## src/agu_pkg.sv

```systemverilog
// Shared constants, carrier structs and the reversed-carry helper function of the address generation unit
package agu_pkg;

  // ****************************************
  // Register map and field layout
  // ****************************************
  localparam int          AGU_ADDR_W        = 8;
  localparam logic [7:0]  AGU_REG_STK_LIMIT = 8'h00;
  localparam logic [7:0]  AGU_REG_BITREV    = 8'h04;
  localparam logic [7:0]  AGU_REG_MODCTL    = 8'h08;
  localparam logic [7:0]  AGU_REG_STATUS    = 8'h0C;
  localparam logic [7:0]  AGU_REG_SP        = 8'h10;
  localparam logic [7:0]  AGU_REG_PC        = 8'h14;
  localparam int          AGU_BITREV_ENABLE_BIT      = 15;
  localparam int          AGU_BWM_LSB       = 0;
  localparam int          AGU_ST_LIMIT_BIT  = 0;
  localparam int          AGU_ST_UNDER_BIT  = 1;
  localparam logic [3:0]  AGU_BWM_NONE      = 4'hF;
  localparam logic [15:0] AGU_BITREV_RST    = 16'h0000;
  localparam logic [15:0] AGU_MODCTL_RST    = 16'h000F;
  localparam logic [15:0] AGU_SP_RST        = 16'h0800;
  localparam logic [23:0] AGU_PC_RST        = 24'h000000;
  localparam logic [1:0]  AGU_STATUS_RST    = 2'h0;

  // ****************************************
  // Address space figures
  // ****************************************
  localparam logic [15:0] AGU_SFR_END       = 16'h0800;
  localparam logic [15:0] AGU_WORD_STEP     = 16'h0002;
  localparam logic [23:0] AGU_PC_STEP       = 24'h000002;
  localparam logic [15:0] AGU_ALIGN_MASK    = 16'hFFFE;
  localparam logic [1:0]  AGU_RESP_OKAY     = 2'h0;
  localparam logic [1:0]  AGU_RESP_SLVERR   = 2'h2;

  typedef enum logic [1:0] {
    AGU_MODE_PRE    = 2'h0,
    AGU_MODE_POST   = 2'h1,
    AGU_MODE_PLAIN  = 2'h3,
    AGU_MODE_OFFSET = 2'h2
  } agu_mode_t;

  // ****************************************
  // Carrier structs
  // ****************************************
  typedef struct packed {
    logic        valid;
    logic        high;
    logic        byte_op;
    logic        byte_sel;
    logic [23:0] word;
  } agu_tbl_req_t;

  typedef struct packed {
    logic        valid;
    logic        byte_op;
    logic [15:0] old_val;
    logic [15:0] load_val;
  } agu_wld_req_t;

  typedef struct packed {
    logic        valid;
    logic        mov_form;
    logic [15:0] field;
  } agu_dir_req_t;

  typedef struct packed {
    logic        push;
    logic        pop;
    logic        pc_word;
    logic        pc_hi;
    logic        exc;
    logic [15:0] data;
  } agu_stk_req_t;

  typedef struct packed {
    logic        valid;
    agu_mode_t   mode;
    logic        dec;
    logic [3:0]  wsel;
    logic [15:0] ptr;
    logic [15:0] step;
    logic [15:0] offset;
    logic        mod_en;
    logic [15:0] mod_start;
    logic [15:0] mod_end;
    logic        byte_op;
    logic        write;
    logic        xagu;
  } agu_ea_req_t;

  typedef struct packed {
    logic        valid;
    logic [15:0] ea;
    logic        wb_en;
    logic [15:0] wb_val;
    logic        bitrev;
  } agu_ea_rsp_t;

  // Addition with carries running from the top bit down
  function automatic logic [15:0] agu_rev_add(input logic [15:0] a, input logic [15:0] m);
    logic        c;
    logic [15:0] s;
    c = 1'b0;
    s = 16'h0000;
    for (int i = 15; i >= 0; i--) begin
      s[i] = a[i] ^ m[i] ^ c;
      c    = (a[i] & m[i]) | (a[i] & c) | (m[i] & c);
    end
    return s;
  endfunction

endpackage

```

## src/agu_top.sv

```systemverilog
// Address generation unit: table lanes, byte loads, direct reach, stack, modulo and bit-reversed EA
//
// Behaviour
// Low-lane word table read returns program bits 15:0 unchanged.
// Low-lane byte read gives bits 7:0 for select 0, bits 15:8 for select 1.
// High-lane word read puts program bits 23:16 in low byte, high byte zero.
// High-lane byte read gives bits 23:16 for select 0, zero for select 1.
// Program counter advances by two per program word.
// Byte loads write only the low byte of a working register.
// Memory-direct instructions reach 0x0000 to 0x1FFF via 13-bit field.
// Move instructions with direct addressing use a full 16-bit field.
// Stack pointer marks next free word, post-increments on push, pre-decrements on pop.
// Call push clears the counter's top byte.
// Exception push places low status byte in the counter's top byte.
// Stack limit has no reset value and its bit 0 is always zero.
// Push at limit does not trap; the next push beyond it traps.
// Stack address below 0x0800 raises a stack error trap.
// Software avoids stack-pointer indirect read right after a limit write.
// Modulo works on any register and corrects addresses strictly beyond bounds.
// Corrected address written back only for pre/post modify, not offset mode.
// Bit-reversed addressing only in X generator and only for writes.
// Bit reversal needs pointer select not 15, enable bit 15, pre/post increment.
// Bit-reversed word writes add reversed modifier, ignore offset, clear address LSb.
// Software sets modifier to half the buffer size in words.
// Software aligns a 2^N-byte reversed buffer to N zero low bits.
// Reversed addition carries from the top bit toward the bottom bit.
`timescale 1ns/10ps
module agu_top
  import agu_pkg::*;
(
  input  wire logic                  REF_CLK,
  input  wire logic                  RESET_N,
  input  wire logic [AGU_ADDR_W-1:0] S_AXI_AWADDR,
  input  wire logic                  S_AXI_AWVALID,
  output logic                       S_AXI_AWREADY,
  input  wire logic [31:0]           S_AXI_WDATA,
  input  wire logic [3:0]            S_AXI_WSTRB,
  input  wire logic                  S_AXI_WVALID,
  output logic                       S_AXI_WREADY,
  output logic [1:0]                 S_AXI_BRESP,
  output logic                       S_AXI_BVALID,
  input  wire logic                  S_AXI_BREADY,
  input  wire logic [AGU_ADDR_W-1:0] S_AXI_ARADDR,
  input  wire logic                  S_AXI_ARVALID,
  output logic                       S_AXI_ARREADY,
  output logic [31:0]                S_AXI_RDATA,
  output logic [1:0]                 S_AXI_RRESP,
  output logic                       S_AXI_RVALID,
  input  wire logic                  S_AXI_RREADY,
  input  wire agu_tbl_req_t          TBL_REQ,
  output logic [15:0]                TBL_DATA,
  output logic                       TBL_VALID,
  input  wire agu_wld_req_t          WLD_REQ,
  output logic [15:0]                WLD_RESULT,
  output logic                       WLD_VALID,
  input  wire agu_dir_req_t          DIR_REQ,
  output logic [15:0]                DIR_ADDR,
  output logic                       DIR_VALID,
  input  wire logic                  PC_ADVANCE,
  input  wire logic                  PC_LOAD,
  input  wire logic [23:0]           PC_LOAD_VAL,
  output logic [23:0]                PC,
  input  wire logic [7:0]            STATUS_LOW,
  input  wire agu_stk_req_t          STK_REQ,
  output logic [15:0]                STK_EA,
  output logic [15:0]                STK_WDATA,
  output logic                       STK_VALID,
  output logic                       STK_TRAP,
  output logic [15:0]                STK_POINTER,
  input  wire agu_ea_req_t           EA_REQ,
  output agu_ea_rsp_t                EA_RSP
);

  // ****************************************
  // Register bus slave
  // ****************************************
  function automatic logic reg_hit(input logic [AGU_ADDR_W-1:0] a, input logic [7:0] off);
    return a[AGU_ADDR_W-1:2] == off[AGU_ADDR_W-1:2];
  endfunction

  logic                  aw_hold_q, w_hold_q, bvalid_q, rvalid_q;
  logic [AGU_ADDR_W-1:0] awaddr_q, wr_addr;
  logic [31:0]           wdata_q, rdata_q, wr_data, rd_mux;
  logic [3:0]            wstrb_q, wr_strb;
  logic [1:0]            bresp_q, rresp_q;
  logic                  have_aw, have_w, wr_fire, wr_known, rd_fire, rd_known;
  logic [15:0]           stack_limit_q, bitrev_q, modctl_q, sp_q, limit_eff;
  logic [1:0]            status_q, status_set, status_clr;
  logic [23:0]           pc_q;

  assign S_AXI_AWREADY = !aw_hold_q && !bvalid_q;
  assign S_AXI_WREADY  = !w_hold_q && !bvalid_q;
  assign S_AXI_ARREADY = !rvalid_q;
  assign S_AXI_BVALID  = bvalid_q;
  assign S_AXI_BRESP   = bresp_q;
  assign S_AXI_RVALID  = rvalid_q;
  assign S_AXI_RDATA   = rdata_q;
  assign S_AXI_RRESP   = rresp_q;

  assign have_aw  = aw_hold_q || (S_AXI_AWVALID && S_AXI_AWREADY);
  assign have_w   = w_hold_q || (S_AXI_WVALID && S_AXI_WREADY);
  assign wr_addr  = aw_hold_q ? awaddr_q : S_AXI_AWADDR;
  assign wr_data  = w_hold_q ? wdata_q : S_AXI_WDATA;
  assign wr_strb  = w_hold_q ? wstrb_q : S_AXI_WSTRB;
  assign wr_fire  = have_aw && have_w && !bvalid_q;
  assign wr_known = reg_hit(wr_addr, AGU_REG_STK_LIMIT) || reg_hit(wr_addr, AGU_REG_BITREV) ||
                    reg_hit(wr_addr, AGU_REG_MODCTL) || reg_hit(wr_addr, AGU_REG_STATUS) ||
                    reg_hit(wr_addr, AGU_REG_SP);
  assign rd_fire  = S_AXI_ARVALID && S_AXI_ARREADY;

  always_ff @(posedge REF_CLK) begin
    if (!RESET_N) begin
      aw_hold_q <= 1'b0;
      awaddr_q  <= '0;
      w_hold_q  <= 1'b0;
      wdata_q   <= 32'h00000000;
      wstrb_q   <= 4'h0;
      bvalid_q  <= 1'b0;
      bresp_q   <= AGU_RESP_OKAY;
    end else if (wr_fire) begin
      aw_hold_q <= 1'b0;
      w_hold_q  <= 1'b0;
      bvalid_q  <= 1'b1;
      bresp_q   <= wr_known ? AGU_RESP_OKAY : AGU_RESP_SLVERR;
    end else begin
      if (S_AXI_AWVALID && S_AXI_AWREADY) begin
        aw_hold_q <= 1'b1;
        awaddr_q  <= S_AXI_AWADDR;
      end
      if (S_AXI_WVALID && S_AXI_WREADY) begin
        w_hold_q <= 1'b1;
        wdata_q  <= S_AXI_WDATA;
        wstrb_q  <= S_AXI_WSTRB;
      end
      if (bvalid_q && S_AXI_BREADY) begin
        bvalid_q <= 1'b0;
      end
    end
  end

  always_comb begin
    rd_mux   = 32'h00000000;
    rd_known = 1'b1;
    unique case (S_AXI_ARADDR[AGU_ADDR_W-1:2])
      AGU_REG_STK_LIMIT[7:2]: rd_mux[15:0] = limit_eff;
      AGU_REG_BITREV[7:2]:    rd_mux[15:0] = bitrev_q;
      AGU_REG_MODCTL[7:2]:    rd_mux[15:0] = modctl_q;
      AGU_REG_STATUS[7:2]:    rd_mux[1:0]  = status_q;
      AGU_REG_SP[7:2]:        rd_mux[15:0] = sp_q;
      AGU_REG_PC[7:2]:        rd_mux[23:0] = pc_q;
      default:                rd_known     = 1'b0;
    endcase
  end

  always_ff @(posedge REF_CLK) begin
    if (!RESET_N) begin
      rvalid_q <= 1'b0;
      rdata_q  <= 32'h00000000;
      rresp_q  <= AGU_RESP_OKAY;
    end else if (rd_fire) begin
      rvalid_q <= 1'b1;
      rdata_q  <= rd_mux;
      rresp_q  <= rd_known ? AGU_RESP_OKAY : AGU_RESP_SLVERR;
    end else if (rvalid_q && S_AXI_RREADY) begin
      rvalid_q <= 1'b0;
    end
  end

  // ****************************************
  // Control registers
  // ****************************************
  // Limit deliberately has no reset
  always_ff @(posedge REF_CLK) begin
    if (wr_fire && reg_hit(wr_addr, AGU_REG_STK_LIMIT)) begin
      if (wr_strb[0]) stack_limit_q[7:0] <= wr_data[7:0];
      if (wr_strb[1]) stack_limit_q[15:8] <= wr_data[15:8];
    end
  end
  assign limit_eff = stack_limit_q & AGU_ALIGN_MASK;

  always_ff @(posedge REF_CLK) begin
    if (!RESET_N) begin
      bitrev_q <= AGU_BITREV_RST;
      modctl_q <= AGU_MODCTL_RST;
    end else if (wr_fire) begin
      if (reg_hit(wr_addr, AGU_REG_BITREV) && wr_strb[0]) bitrev_q[7:0] <= wr_data[7:0];
      if (reg_hit(wr_addr, AGU_REG_BITREV) && wr_strb[1]) bitrev_q[15:8] <= wr_data[15:8];
      if (reg_hit(wr_addr, AGU_REG_MODCTL) && wr_strb[0]) modctl_q[7:0] <= wr_data[7:0];
      if (reg_hit(wr_addr, AGU_REG_MODCTL) && wr_strb[1]) modctl_q[15:8] <= wr_data[15:8];
    end
  end

  // Sticky error flags, write one to clear, set wins
  assign status_clr = (wr_fire && reg_hit(wr_addr, AGU_REG_STATUS) && wr_strb[0]) ? wr_data[1:0] : 2'h0;
  always_ff @(posedge REF_CLK) begin
    if (!RESET_N) begin
      status_q <= AGU_STATUS_RST;
    end else begin
      status_q <= (status_q & ~status_clr) | status_set;
    end
  end

  // ****************************************
  // Table lanes, byte loads, direct reach
  // ****************************************
  always_ff @(posedge REF_CLK) begin
    if (!RESET_N) begin
      TBL_DATA  <= 16'h0000;
      TBL_VALID <= 1'b0;
    end else begin
      TBL_VALID <= TBL_REQ.valid;
      if (TBL_REQ.valid) begin
        unique case ({TBL_REQ.high, TBL_REQ.byte_op})
          2'b00: TBL_DATA <= TBL_REQ.word[15:0];
          2'b01: TBL_DATA <= {8'h00, TBL_REQ.byte_sel ? TBL_REQ.word[15:8] : TBL_REQ.word[7:0]};
          2'b10: TBL_DATA <= {8'h00, TBL_REQ.word[23:16]};
          2'b11: TBL_DATA <= {8'h00, TBL_REQ.byte_sel ? 8'h00 : TBL_REQ.word[23:16]};
        endcase
      end
    end
  end

  always_ff @(posedge REF_CLK) begin
    if (!RESET_N) begin
      WLD_RESULT <= 16'h0000;
      WLD_VALID  <= 1'b0;
      DIR_ADDR   <= 16'h0000;
      DIR_VALID  <= 1'b0;
    end else begin
      WLD_VALID <= WLD_REQ.valid;
      DIR_VALID <= DIR_REQ.valid;
      if (WLD_REQ.valid) begin
        WLD_RESULT <= WLD_REQ.byte_op ? {WLD_REQ.old_val[15:8], WLD_REQ.load_val[7:0]} : WLD_REQ.load_val;
      end
      if (DIR_REQ.valid) begin
        DIR_ADDR <= DIR_REQ.mov_form ? DIR_REQ.field : {3'h0, DIR_REQ.field[12:0]};
      end
    end
  end

  // ****************************************
  // Program counter
  // ****************************************
  always_ff @(posedge REF_CLK) begin
    if (!RESET_N) begin
      pc_q <= AGU_PC_RST;
    end else if (PC_LOAD) begin
      pc_q <= PC_LOAD_VAL & {16'hFFFF, AGU_ALIGN_MASK[7:0]};
    end else if (PC_ADVANCE) begin
      pc_q <= pc_q + AGU_PC_STEP;
    end
  end
  assign PC = pc_q;

  // ****************************************
  // Software stack
  // ****************************************
  logic [15:0] stk_ea;
  logic [15:0] stk_data;
  logic [7:0]  pc_top;

  assign stk_ea = STK_REQ.push ? sp_q : sp_q - AGU_WORD_STEP;
  assign pc_top = STK_REQ.exc ? STATUS_LOW : 8'h00;
  assign stk_data = !STK_REQ.pc_word ? STK_REQ.data :
                    STK_REQ.pc_hi ? {pc_top, pc_q[23:16]} : pc_q[15:0];

  always_comb begin
    status_set = 2'h0;
    if (STK_REQ.push && sp_q > limit_eff) status_set[AGU_ST_LIMIT_BIT] = 1'b1;
    if ((STK_REQ.push || STK_REQ.pop) && stk_ea < AGU_SFR_END) status_set[AGU_ST_UNDER_BIT] = 1'b1;
  end

  always_ff @(posedge REF_CLK) begin
    if (!RESET_N) begin
      sp_q <= AGU_SP_RST;
    end else if (STK_REQ.push) begin
      sp_q <= sp_q + AGU_WORD_STEP;
    end else if (STK_REQ.pop) begin
      sp_q <= sp_q - AGU_WORD_STEP;
    end else if (wr_fire && reg_hit(wr_addr, AGU_REG_SP) && (&wr_strb[1:0])) begin
      sp_q <= wr_data[15:0] & AGU_ALIGN_MASK;
    end
  end
  assign STK_POINTER = sp_q;

  always_ff @(posedge REF_CLK) begin
    if (!RESET_N) begin
      STK_EA    <= 16'h0000;
      STK_WDATA <= 16'h0000;
      STK_VALID <= 1'b0;
      STK_TRAP  <= 1'b0;
    end else begin
      STK_VALID <= STK_REQ.push || STK_REQ.pop;
      STK_TRAP  <= |status_set;
      if (STK_REQ.push || STK_REQ.pop) begin
        STK_EA    <= stk_ea;
        STK_WDATA <= stk_data;
      end
    end
  end

  // ****************************************
  // Indirect EA: modulo and bit reversal
  // ****************************************
  logic        br_act, pre_post;
  logic [15:0] nxt, len, fixed, rev;
  agu_ea_rsp_t rsp_d;

  assign pre_post = EA_REQ.mode == AGU_MODE_PRE || EA_REQ.mode == AGU_MODE_POST;
  assign br_act   = EA_REQ.xagu && EA_REQ.write && !EA_REQ.byte_op && pre_post && !EA_REQ.dec &&
                    modctl_q[AGU_BWM_LSB +: 4] != AGU_BWM_NONE && bitrev_q[AGU_BITREV_ENABLE_BIT] &&
                    modctl_q[AGU_BWM_LSB +: 4] == EA_REQ.wsel;
  assign rev      = agu_rev_add(EA_REQ.ptr & AGU_ALIGN_MASK, {bitrev_q[14:0], 1'b0}) & AGU_ALIGN_MASK;
  assign len      = EA_REQ.mod_end - EA_REQ.mod_start + 16'h0001;
  assign nxt      = EA_REQ.mode == AGU_MODE_OFFSET ? EA_REQ.ptr + EA_REQ.offset :
                    EA_REQ.dec ? EA_REQ.ptr - EA_REQ.step : EA_REQ.ptr + EA_REQ.step;

  always_comb begin
    fixed = nxt;
    if (EA_REQ.mod_en && !EA_REQ.dec && nxt > EA_REQ.mod_end) fixed = nxt - len;
    if (EA_REQ.mod_en && EA_REQ.dec && nxt < EA_REQ.mod_start) fixed = nxt + len;
    rsp_d        = '0;
    rsp_d.valid  = EA_REQ.valid;
    rsp_d.bitrev = br_act;
    rsp_d.wb_en  = pre_post && EA_REQ.valid;
    rsp_d.wb_val = !pre_post ? EA_REQ.ptr : br_act ? rev : fixed;
    unique case (EA_REQ.mode)
      AGU_MODE_PRE:    rsp_d.ea = br_act ? rev : fixed;
      AGU_MODE_POST:   rsp_d.ea = br_act ? EA_REQ.ptr & AGU_ALIGN_MASK : EA_REQ.ptr;
      AGU_MODE_OFFSET: rsp_d.ea = fixed;
      AGU_MODE_PLAIN:  rsp_d.ea = EA_REQ.ptr;
    endcase
  end

  always_ff @(posedge REF_CLK) begin
    if (!RESET_N) begin
      EA_RSP <= '0;
    end else begin
      EA_RSP <= rsp_d;
    end
  end
endmodule

```

## config.mk

```make
export PLATFORM = sky130hd
export DESIGN_NAME = agu_top
export DESIGN_NICKNAME = d
export VERILOG_FILES = /design/src/agu_pkg.sv /design/src/agu_top.sv
export SDC_FILE = /design/constraint.sdc
export NUM_CORES = 1
export LEC_CHECK = 0
export ABC_AREA = 1
export ABC_CLOCK_PERIOD_IN_PS = 7300
export BUFFER_PORTS_ARGS = -buffer_cell sky130_fd_sc_hd__buf_2
export CORE_MARGIN = 2
export CORE_UTILIZATION = 52
export DETAILED_ROUTE_END_ITERATION = 7
export PLACE_DENSITY_LB_ADDON = 0.05
export REMOVE_ABC_BUFFERS = 1
export SLEW_MARGIN = 20
export SYNTH_ARGS = -nofsm -noshare
export SYNTH_HDL_FRONTEND = slang
export SYNTH_SLANG_ARGS = --single-unit
```

## constraint.sdc

```tcl
create_clock -name REF_CLK -period 7.3 [get_ports REF_CLK]
set_input_delay 0 -clock REF_CLK [delete_from_list [all_inputs] [get_ports REF_CLK]]
set_output_delay 0 -clock REF_CLK [all_outputs]
set_load 0.01 [all_outputs]
```

==> impl_metrics.yaml, run 1 <==
die:
  die_h_microns: 188.2
  die_w_microns: 188.2
  start_util_pct: 52.74
  dieArea_sq_um: 35410
  io_pins: 487
  coreArea_sq_um: 33450
  std_cell_rows: 67
job:
  max_cap_violations: 0
clock_tree:
  cts_buffers: 29
  cts_resized: 0
  clockBufferDepth: 3
  htreeDepth: 1
  numClockSinks: 260
  post_cts_buffers: 0
  clkSlewWorstSetupHoldPaths_ps: 60
  clockRootBuffer: "clkbuf_16"
  clk_latency_ps: 550
  cts_tree: "done"
  postCtsHoldBufs: 253
worst_setup_path:
  critPathCaptureType: "flop"
  path_class: "reg -> reg"
  crit_arrival_ps: 6920
  startpoint_type: "flop"
  worst-r2r-cell-count: 18
  crit_required_ps: 7770
  crit_fanout: 2
layout:
  final_cell_mix: "441 x buf_2, 402 x nand2_1, 340 x inv_1"
  drive_above_1_share_pct: 17.42
  fin_util_pct: 70.34
  area_growth_pct: 33.39
  finalNonFillerCells: 3675
  final_common_cell: "buf_2"
  fin_nets: 3627
route:
  routed_wl_microns: 64650
  viasPerCell: 5.553
  num_vias: 20409
  post_drt_wl_per_cell_microns: 17.59
  drt-pass1-iter-count: 5
  drt_iter0_markers: 1846
  post-route-drc-count: 0
  detail-route-antenna-nets: 0
global_route:
  grt_use_total_pct: 35.34
  grt_overflow_total: 0
  grt_pass1_wl_microns: 101800
  grt_pass1_vias: 19755
  antenna_found_initial: 9
  grt_max_degree: 94
timing:
  slew_violations: 0
  clock-skew-final_ps: 13.64
  hold_viol: 0
  final.min_clock_period_ps: 6456
  grt_setup_unrepaired: "false"
  setup_viol: 0
  worstMarginPinSlew_ps: 993.6
  tns_ps: 0
  slew_headroom_pct: 33.52
  fmax_mhz: 154.9
  min_period_over_period_pct: 88.44
power:
  leakagePower_nw: 11.60
  ir_drop_mv: 0.1938
  total_power_mw: 5.236
  power_density_nw_per_um2: 222.5
synthesis:
  synth_area_sq_um: 17640
  yosysUniqueCellTypes: 59
  synth_edf_count: 15
  synth_mux_area_share_pct: 0.1702
  avgSynthCellArea_sq_um: 6.848
  synth_seq_cells: 260
  synth_warnings: 0
  synth_compound_area_share_pct: 22.97
  async_flop_share_pct: 0
  synth_top_area_cell: "dfxtp_1"
  synth_top_area_share_pct: 27.81
  synth_top_family_by_area: "compound AO/OA/AOI/OAI gates"
  synth-simple-area-share_pct: 21.51
  synth_area_leaders: "dfxtp_1 28%, ha_1 8.9%, nand2_1 8.6%"
  synthFlopType: "dfxtp_1"
  synth_xor_area_share_pct: 3.724
  synthAdderAreaFrac_pct: 10.80
  synth_cells: 2576
  synth_seq_area_share_pct: 30.36
placement:
  gp_routability_congestion: 0.9232
  io_buffers: 442
  place_inst: 3363
  dp_hpwl_microns: 45170
outcome:
  status: "complete, no violations"
min_path:
  worst_hold_path.num_cells: 4
  hp-class: "in -> reg"
## through the flow
step	instance area, sq um	hold WS, ps	setup slack [ps]
after CTS	23510	0.4428	913.9
after detailed placement	20010	215.3	928.9
final	23530	13.07	843.9
after global placement	20000	207.7	985.3
after global routing	23530	29.04	387.5
after floorplan	17140	69.09	1218
## final timing paths
check / startpoint / to / slack, ps
hold reg to reg: modctl_q[14]$_SDFFE_PN0P_ / modctl_q[14]$_SDFFE_PN0P_ / 460
hold / removal: PC_ADVANCE / PC[10]$_SDFFE_PN0P_ / 10
setup reg to reg: bitrev_q[14]$_SDFFE_PN0P_ / EA_RSP[2]$_SDFF_PN0_ / 840
setup / recovery: bitrev_q[14]$_SDFFE_PN0P_ / EA_RSP[2]$_SDFF_PN0_ / 840
## state kept, by name, indices dropped and copies added (netlist names), 2 cells and up
signal / cells
STK_EA: 15
bitrev_q: 16
DIR_ADDR: 16
STK_WDATA: 16
STK_POINTER: 15
EA_RSP: 35
TBL_DATA: 16
S_AXI_RDATA: 24
stack_limit_q: 15
wdata_q: 16
awaddr_q: 6
WLD_RESULT: 16
status_q: 2
wstrb_q: 2
modctl_q: 16
PC: 23
## layer usage
| metal | vias up | global-route usage, % | share of wire (%) |
|---|---|---|---|
| met5 | - | 0 | 0.091 |
| met4 | 8 | 12.36 | 3.7 |
| met3 | 196 | 5.662 | 8.7 |
| met2 | 1027 | 60.56 | 46 |
| met1 | 9347 | 45.07 | 41 |
| li1 | 9831 | - | - |
## critical path, stage by stage (launching register included)
cell and delay (ps):
dfxtp_1 310, ha_1 210, fa_1 390, fa_1 400, fa_1 410, fa_1 400, fa_1 390, fa_1 390
fa_1 380, fa_1 390, fa_1 390, fa_1 390, fa_1 420, fa_1 430, fa_1 430, or2_2 310
nand3_1 110, a21oi_1 80, a211oi_1 170
## layout make-up
class	count	area (sq um)
Multi-Input combinational cell	1856	10500
Clock inverter	22	229.0
Fill cell	2726	9920
Timing Repair Buffer	706	4830
Clock buffer	31	743.2
Tap cell	448	560.5
Sequential cell	260	5355
Inverter	346	1299
Antenna cell	6	15.01
## synthesized netlist by cell type (all sizes together), types with 2 or more instances
| library cell | number |
|---|---|
| a2111oi | 3 |
| a211oi | 12 |
| a21boi | 2 |
| a21o | 6 |
| a21oi | 260 |
| a221o | 2 |
| a221oi | 13 |
| a22oi | 5 |
| a31oi | 28 |
| a32oi | 2 |
| buf | 30 |
| clkbuf | 96 |
| clkinv | 3 |
| dfxtp | 245 |
| edfxtp | 15 |
| fa | 17 |
| ha | 125 |
| inv | 343 |
| mux2i | 3 |
| nand2 | 414 |
| nand3 | 104 |
| nand3b | 5 |
| nand4 | 21 |
| nor2 | 291 |
| nor3 | 27 |
| nor4 | 8 |
| o2111ai | 3 |
| o211ai | 26 |
| o21a | 4 |
| o21ai | 309 |
| o21bai | 11 |
| o221ai | 14 |
| o22ai | 20 |
| o31ai | 5 |
| or2 | 22 |
| xnor2 | 16 |
| xor2 | 59 |
## report_power, final
group / leakage, nW / switching (mW) / internal, mW
registers: 2.16 / 0.106 / 1.56
logic: 8.99 / 1.27 / 0.781
clock network: 0.458 / 0.636 / 0.879
total: 11.6 / 2.02 / 3.22
## kinds of logic (layout without fill, tap and decap cells)
kind of cell,after synthesis,in the layout
AO/OA/AOI/OAI,729,729
other,1,19
XOR/XNOR,75,75
multiplexers,3,3
AND/OR/NAND/NOR,894,894
buffers and inverters,472,1105
adder cells (fa/ha/maj),142,142
flip-flops,260,260
No activity file was read; power rests on OpenSTA's default activity.
==> run 2: changes to the inputs <==
--- a/config.mk
+++ b/config.mk
@@ -5,13 +5,14 @@
 export SDC_FILE = /design/constraint.sdc
 export NUM_CORES = 1
 export LEC_CHECK = 0
-export ABC_AREA = 1
+export ABC_AREA = 0
 export ABC_CLOCK_PERIOD_IN_PS = 7300
 export BUFFER_PORTS_ARGS = -buffer_cell sky130_fd_sc_hd__buf_2
+export CAP_MARGIN = 20
 export CORE_MARGIN = 2
 export CORE_UTILIZATION = 52
 export DETAILED_ROUTE_END_ITERATION = 7
-export PLACE_DENSITY_LB_ADDON = 0.05
+export PLACE_DENSITY = 0.8
 export REMOVE_ABC_BUFFERS = 1
 export SLEW_MARGIN = 20
 export SYNTH_ARGS = -nofsm -noshare
==> run 2 against run 1 <==
Fmax shrank 5.5%; sequential power shrank 3%; first-iteration DRC count grew 7.2%; critical path depth grew 9; highest routed layer is now met4.
==> impl_metrics.yaml, run 2 <==
timing:
  tns_ps: 0
  hold_viol: 0
  slew_violations: 0
  fmax_mhz: 146.4
  final.min_clock_period_ps: 6829
  setup_viol: 0
  grt_setup_unrepaired: "false"
  min_period_over_period_pct: 93.54
  slew_headroom_pct: 25.69
  worstMarginPinSlew_ps: 1115
  clock-skew-final_ps: 21.39
power:
  power_switching_mw: 1.909
  combPwrFrac_pct: 38.7
  power_density_nw_per_um2: 224.1
  swShare_pct: 36.68
  total_power_mw: 5.204
  ir_drop_mv: 0.1792
  leakagePower_nw: 10.78
  seq_power_share_pct: 31.2
  pwr-share-clk_pct: 30.1
  cell_internal_pwr_mw: 3.295
worst_setup_path:
  path_class: "in -> reg"
  rrSetupSlack_ps: 800
  worst-r2r-cell-count: 18
  r2r-start: "bitrev_q[14]$_SDFFE_PN0P_"
  critPathCaptureType: "flop"
  crit_fanout: 29
  r2r-end: "EA_RSP[19]$_SDFF_PN0_"
  crit_required_ps: 7740
  crit_arrival_ps: 7270
  startpoint_type: "primary input"
synthesis:
  synth_cells: 2174
  yosysMostFrequentCell: "nor2_1"
  synth_common_cells: "288 x nor2_1, 245 x dfxtp_1, 206 x a21oi_1"
  async_flop_share_pct: 0
  synth_area_leaders: "dfxtp_1 28%, ha_1 8.9%, nor2_1 6.2%"
  yosysUniqueCellTypes: 75
  synth_edf_count: 15
  synth_seq_cells: 260
  synth_warnings: 0
  synth_top_area_share_pct: 28.04
  synth_top_area_cell: "dfxtp_1"
  synth_seq_area_share_pct: 30.62
  synthFlopType: "dfxtp_1"
  avgSynthCellArea_sq_um: 8.046
  synth_area_sq_um: 17490
global_route:
  antenna_found_initial: 3
  grt_pass1_vias: 19307
  grt_overflow_total: 0
  grt_pass1_wl_microns: 104700
  grt_max_degree: 102
  grt_use_total_pct: 37.00
clock_tree:
  cts_resized: 0
  numClockSinks: 260
  post_cts_buffers: 0
  postCtsHoldBufs: 228
  clockBufferDepth: 3
  cts_tree: "done"
  clk_latency_ps: 580
  htreeDepth: 1
  clkSlewWorstSetupHoldPaths_ps: 60
  cts_buffers: 29
  clockRootBuffer: "clkbuf_16"
layout:
  area_growth_pct: 32.77
  final_common_cell: "buf_2"
  largest_register_ffs: 35
  fin_util_pct: 69.61
  largest_register: "EA_RSP"
  final_cell_mix: "442 x buf_2, 286 x nor2_1, 245 x dfxtp_1"
  fin_nets: 3197
  drive_above_1_share_pct: 20.56
route:
  post_drt_wl_per_cell_microns: 20.81
  viasPerCell: 6.046
  drt-pass1-iter-count: 6
  drt_iter0_markers: 1979
  post-route-drc-count: 0
  detail-route-antenna-nets: 0
  routed_wl_microns: 67520
  num_vias: 19613
min_path:
  hp-class: "in -> reg"
  whs_endpoint: "PC[7]$_SDFFE_PN0P_"
  hold_start: "PC_ADVANCE"
  worst_hold_path.num_cells: 6
outcome:
  status: "complete, no violations"
die:
  die_w_microns: 187.4
  io_pins: 487
  std_cell_rows: 67
  start_util_pct: 52.43
  dieArea_sq_um: 35120
  die_h_microns: 187.4
  coreArea_sq_um: 33360
placement:
  io_buffers: 442
  dp_hpwl_microns: 44080
  gp_routability_congestion: 1.006
job:
  max_cap_violations: 0
## run 2: cell types whose count changed after synthesis, sizes merged, moves of 41 or more
cell,delta
a21oi,-54
inv,-224
mux2i,+87
nand2,-262
nand3,-52
nor3,+41
o21ai,-204
xnor2,+43
## run 2: layout make-up
type / count / area [sq um]
Inverter: 121 / 459.2
Fill cell: 2578 / 10140
Timing Repair Buffer: 691 / 4652
Clock buffer: 35 / 788.3
Multi-Input combinational cell: 1666 / 11170
Tap cell: 448 / 560.5
Sequential cell: 260 / 5355
Antenna cell: 4 / 10.01
Clock inverter: 19 / 225.2
## run 2: critical path: stages
cell and delay [ps]:
dlygate4sd3_1 550, buf_2 520, nor2_1 90, buf_4 240, o21ai_0 250, ha_1 260
inv_1 70, fa_1 400, nor2b_1 140, o21ai_0 110, a21boi_0 240, o21ai_0 180
a211oi_1 410, a31oi_1 160, nor2b_1 170, xnor2_1 670, ha_1 380, nand4_1 70
nor2_1 70, o31ai_1 130, a31o_2 470, nand2_1 420, o22ai_1 320, o21ai_0 170
nand2_1 100, a21oi_1 60, dlygate4sd3_1 590
## run 2: kinds of logic after synthesis
group | synth area share, %
other | 0.02144
multiplexers | 7.940
adder cells (fa/ha/maj) | 10.89
AO/OA/AOI/OAI | 20.72
XOR/XNOR | 4.456
flip-flops | 30.62
AND/OR/NAND/NOR | 19.48
buffers and inverters | 5.873
## run 2: how the worst max path moves through the flow
stage | start | end | cells after the start
after global routing | EA_REQ[89] | EA_RSP[7]$_SDFF_PN0_ | 27
after detailed placement | EA_REQ[52] | EA_RSP[22]$_SDFF_PN0_ | 29
after floorplan | bitrev_q[14]$_SDFFE_PN0P_ | EA_RSP[19]$_SDFF_PN0_ | 18
after CTS | EA_REQ[89] | EA_RSP[7]$_SDFF_PN0_ | 27
after global placement | EA_REQ[52] | EA_RSP[5]$_SDFF_PN0_ | 29
final | EA_REQ[89] | EA_RSP[7]$_SDFF_PN0_ | 27
## run 2: through the flow
stage,cells,worst slack (ps),hold WS [ps],instance area [sq um]
floorplan,2047,1160,61.94,16960
global placement,2958,889.6,183.7,19910
detailed placement,2958,720.3,187.3,19920
CTS,3240,655.8,0.2178,23210
global route,3243,42.65,72.96,23220
finish,3244,471.3,20.88,23220
## run 2: power groups by stage
stage / clock network, mW / registers, mW / logic (mW)
2_1_floorplan: 0 / 1.66 / 1.20
3_3_place_gp: 0 / 1.64 / 1.78
3_5_place_dp: 0 / 1.64 / 1.82
4_1_cts: 1.56 / 1.61 / 1.94
5_1_grt: 1.63 / 1.63 / 2.20
6_report: 1.56 / 1.62 / 2.02
## run 2: metal layers
| layer | part of all wire (%) | wire length (microns) | up-vias | GRT usage (%) |
|---|---|---|---|---|
| met3 | 9.4 | 6315 | 343 | 6.848 |
| li1 | - | - | 8902 | - |
| met4 | 6.6 | 4480 | 0 | 22.86 |
| met1 | 38 | 25450 | 9035 | 44.84 |
| met2 | 46 | 31280 | 1333 | 60.98 |
| met5 | 0 | 0 | - | 0 |
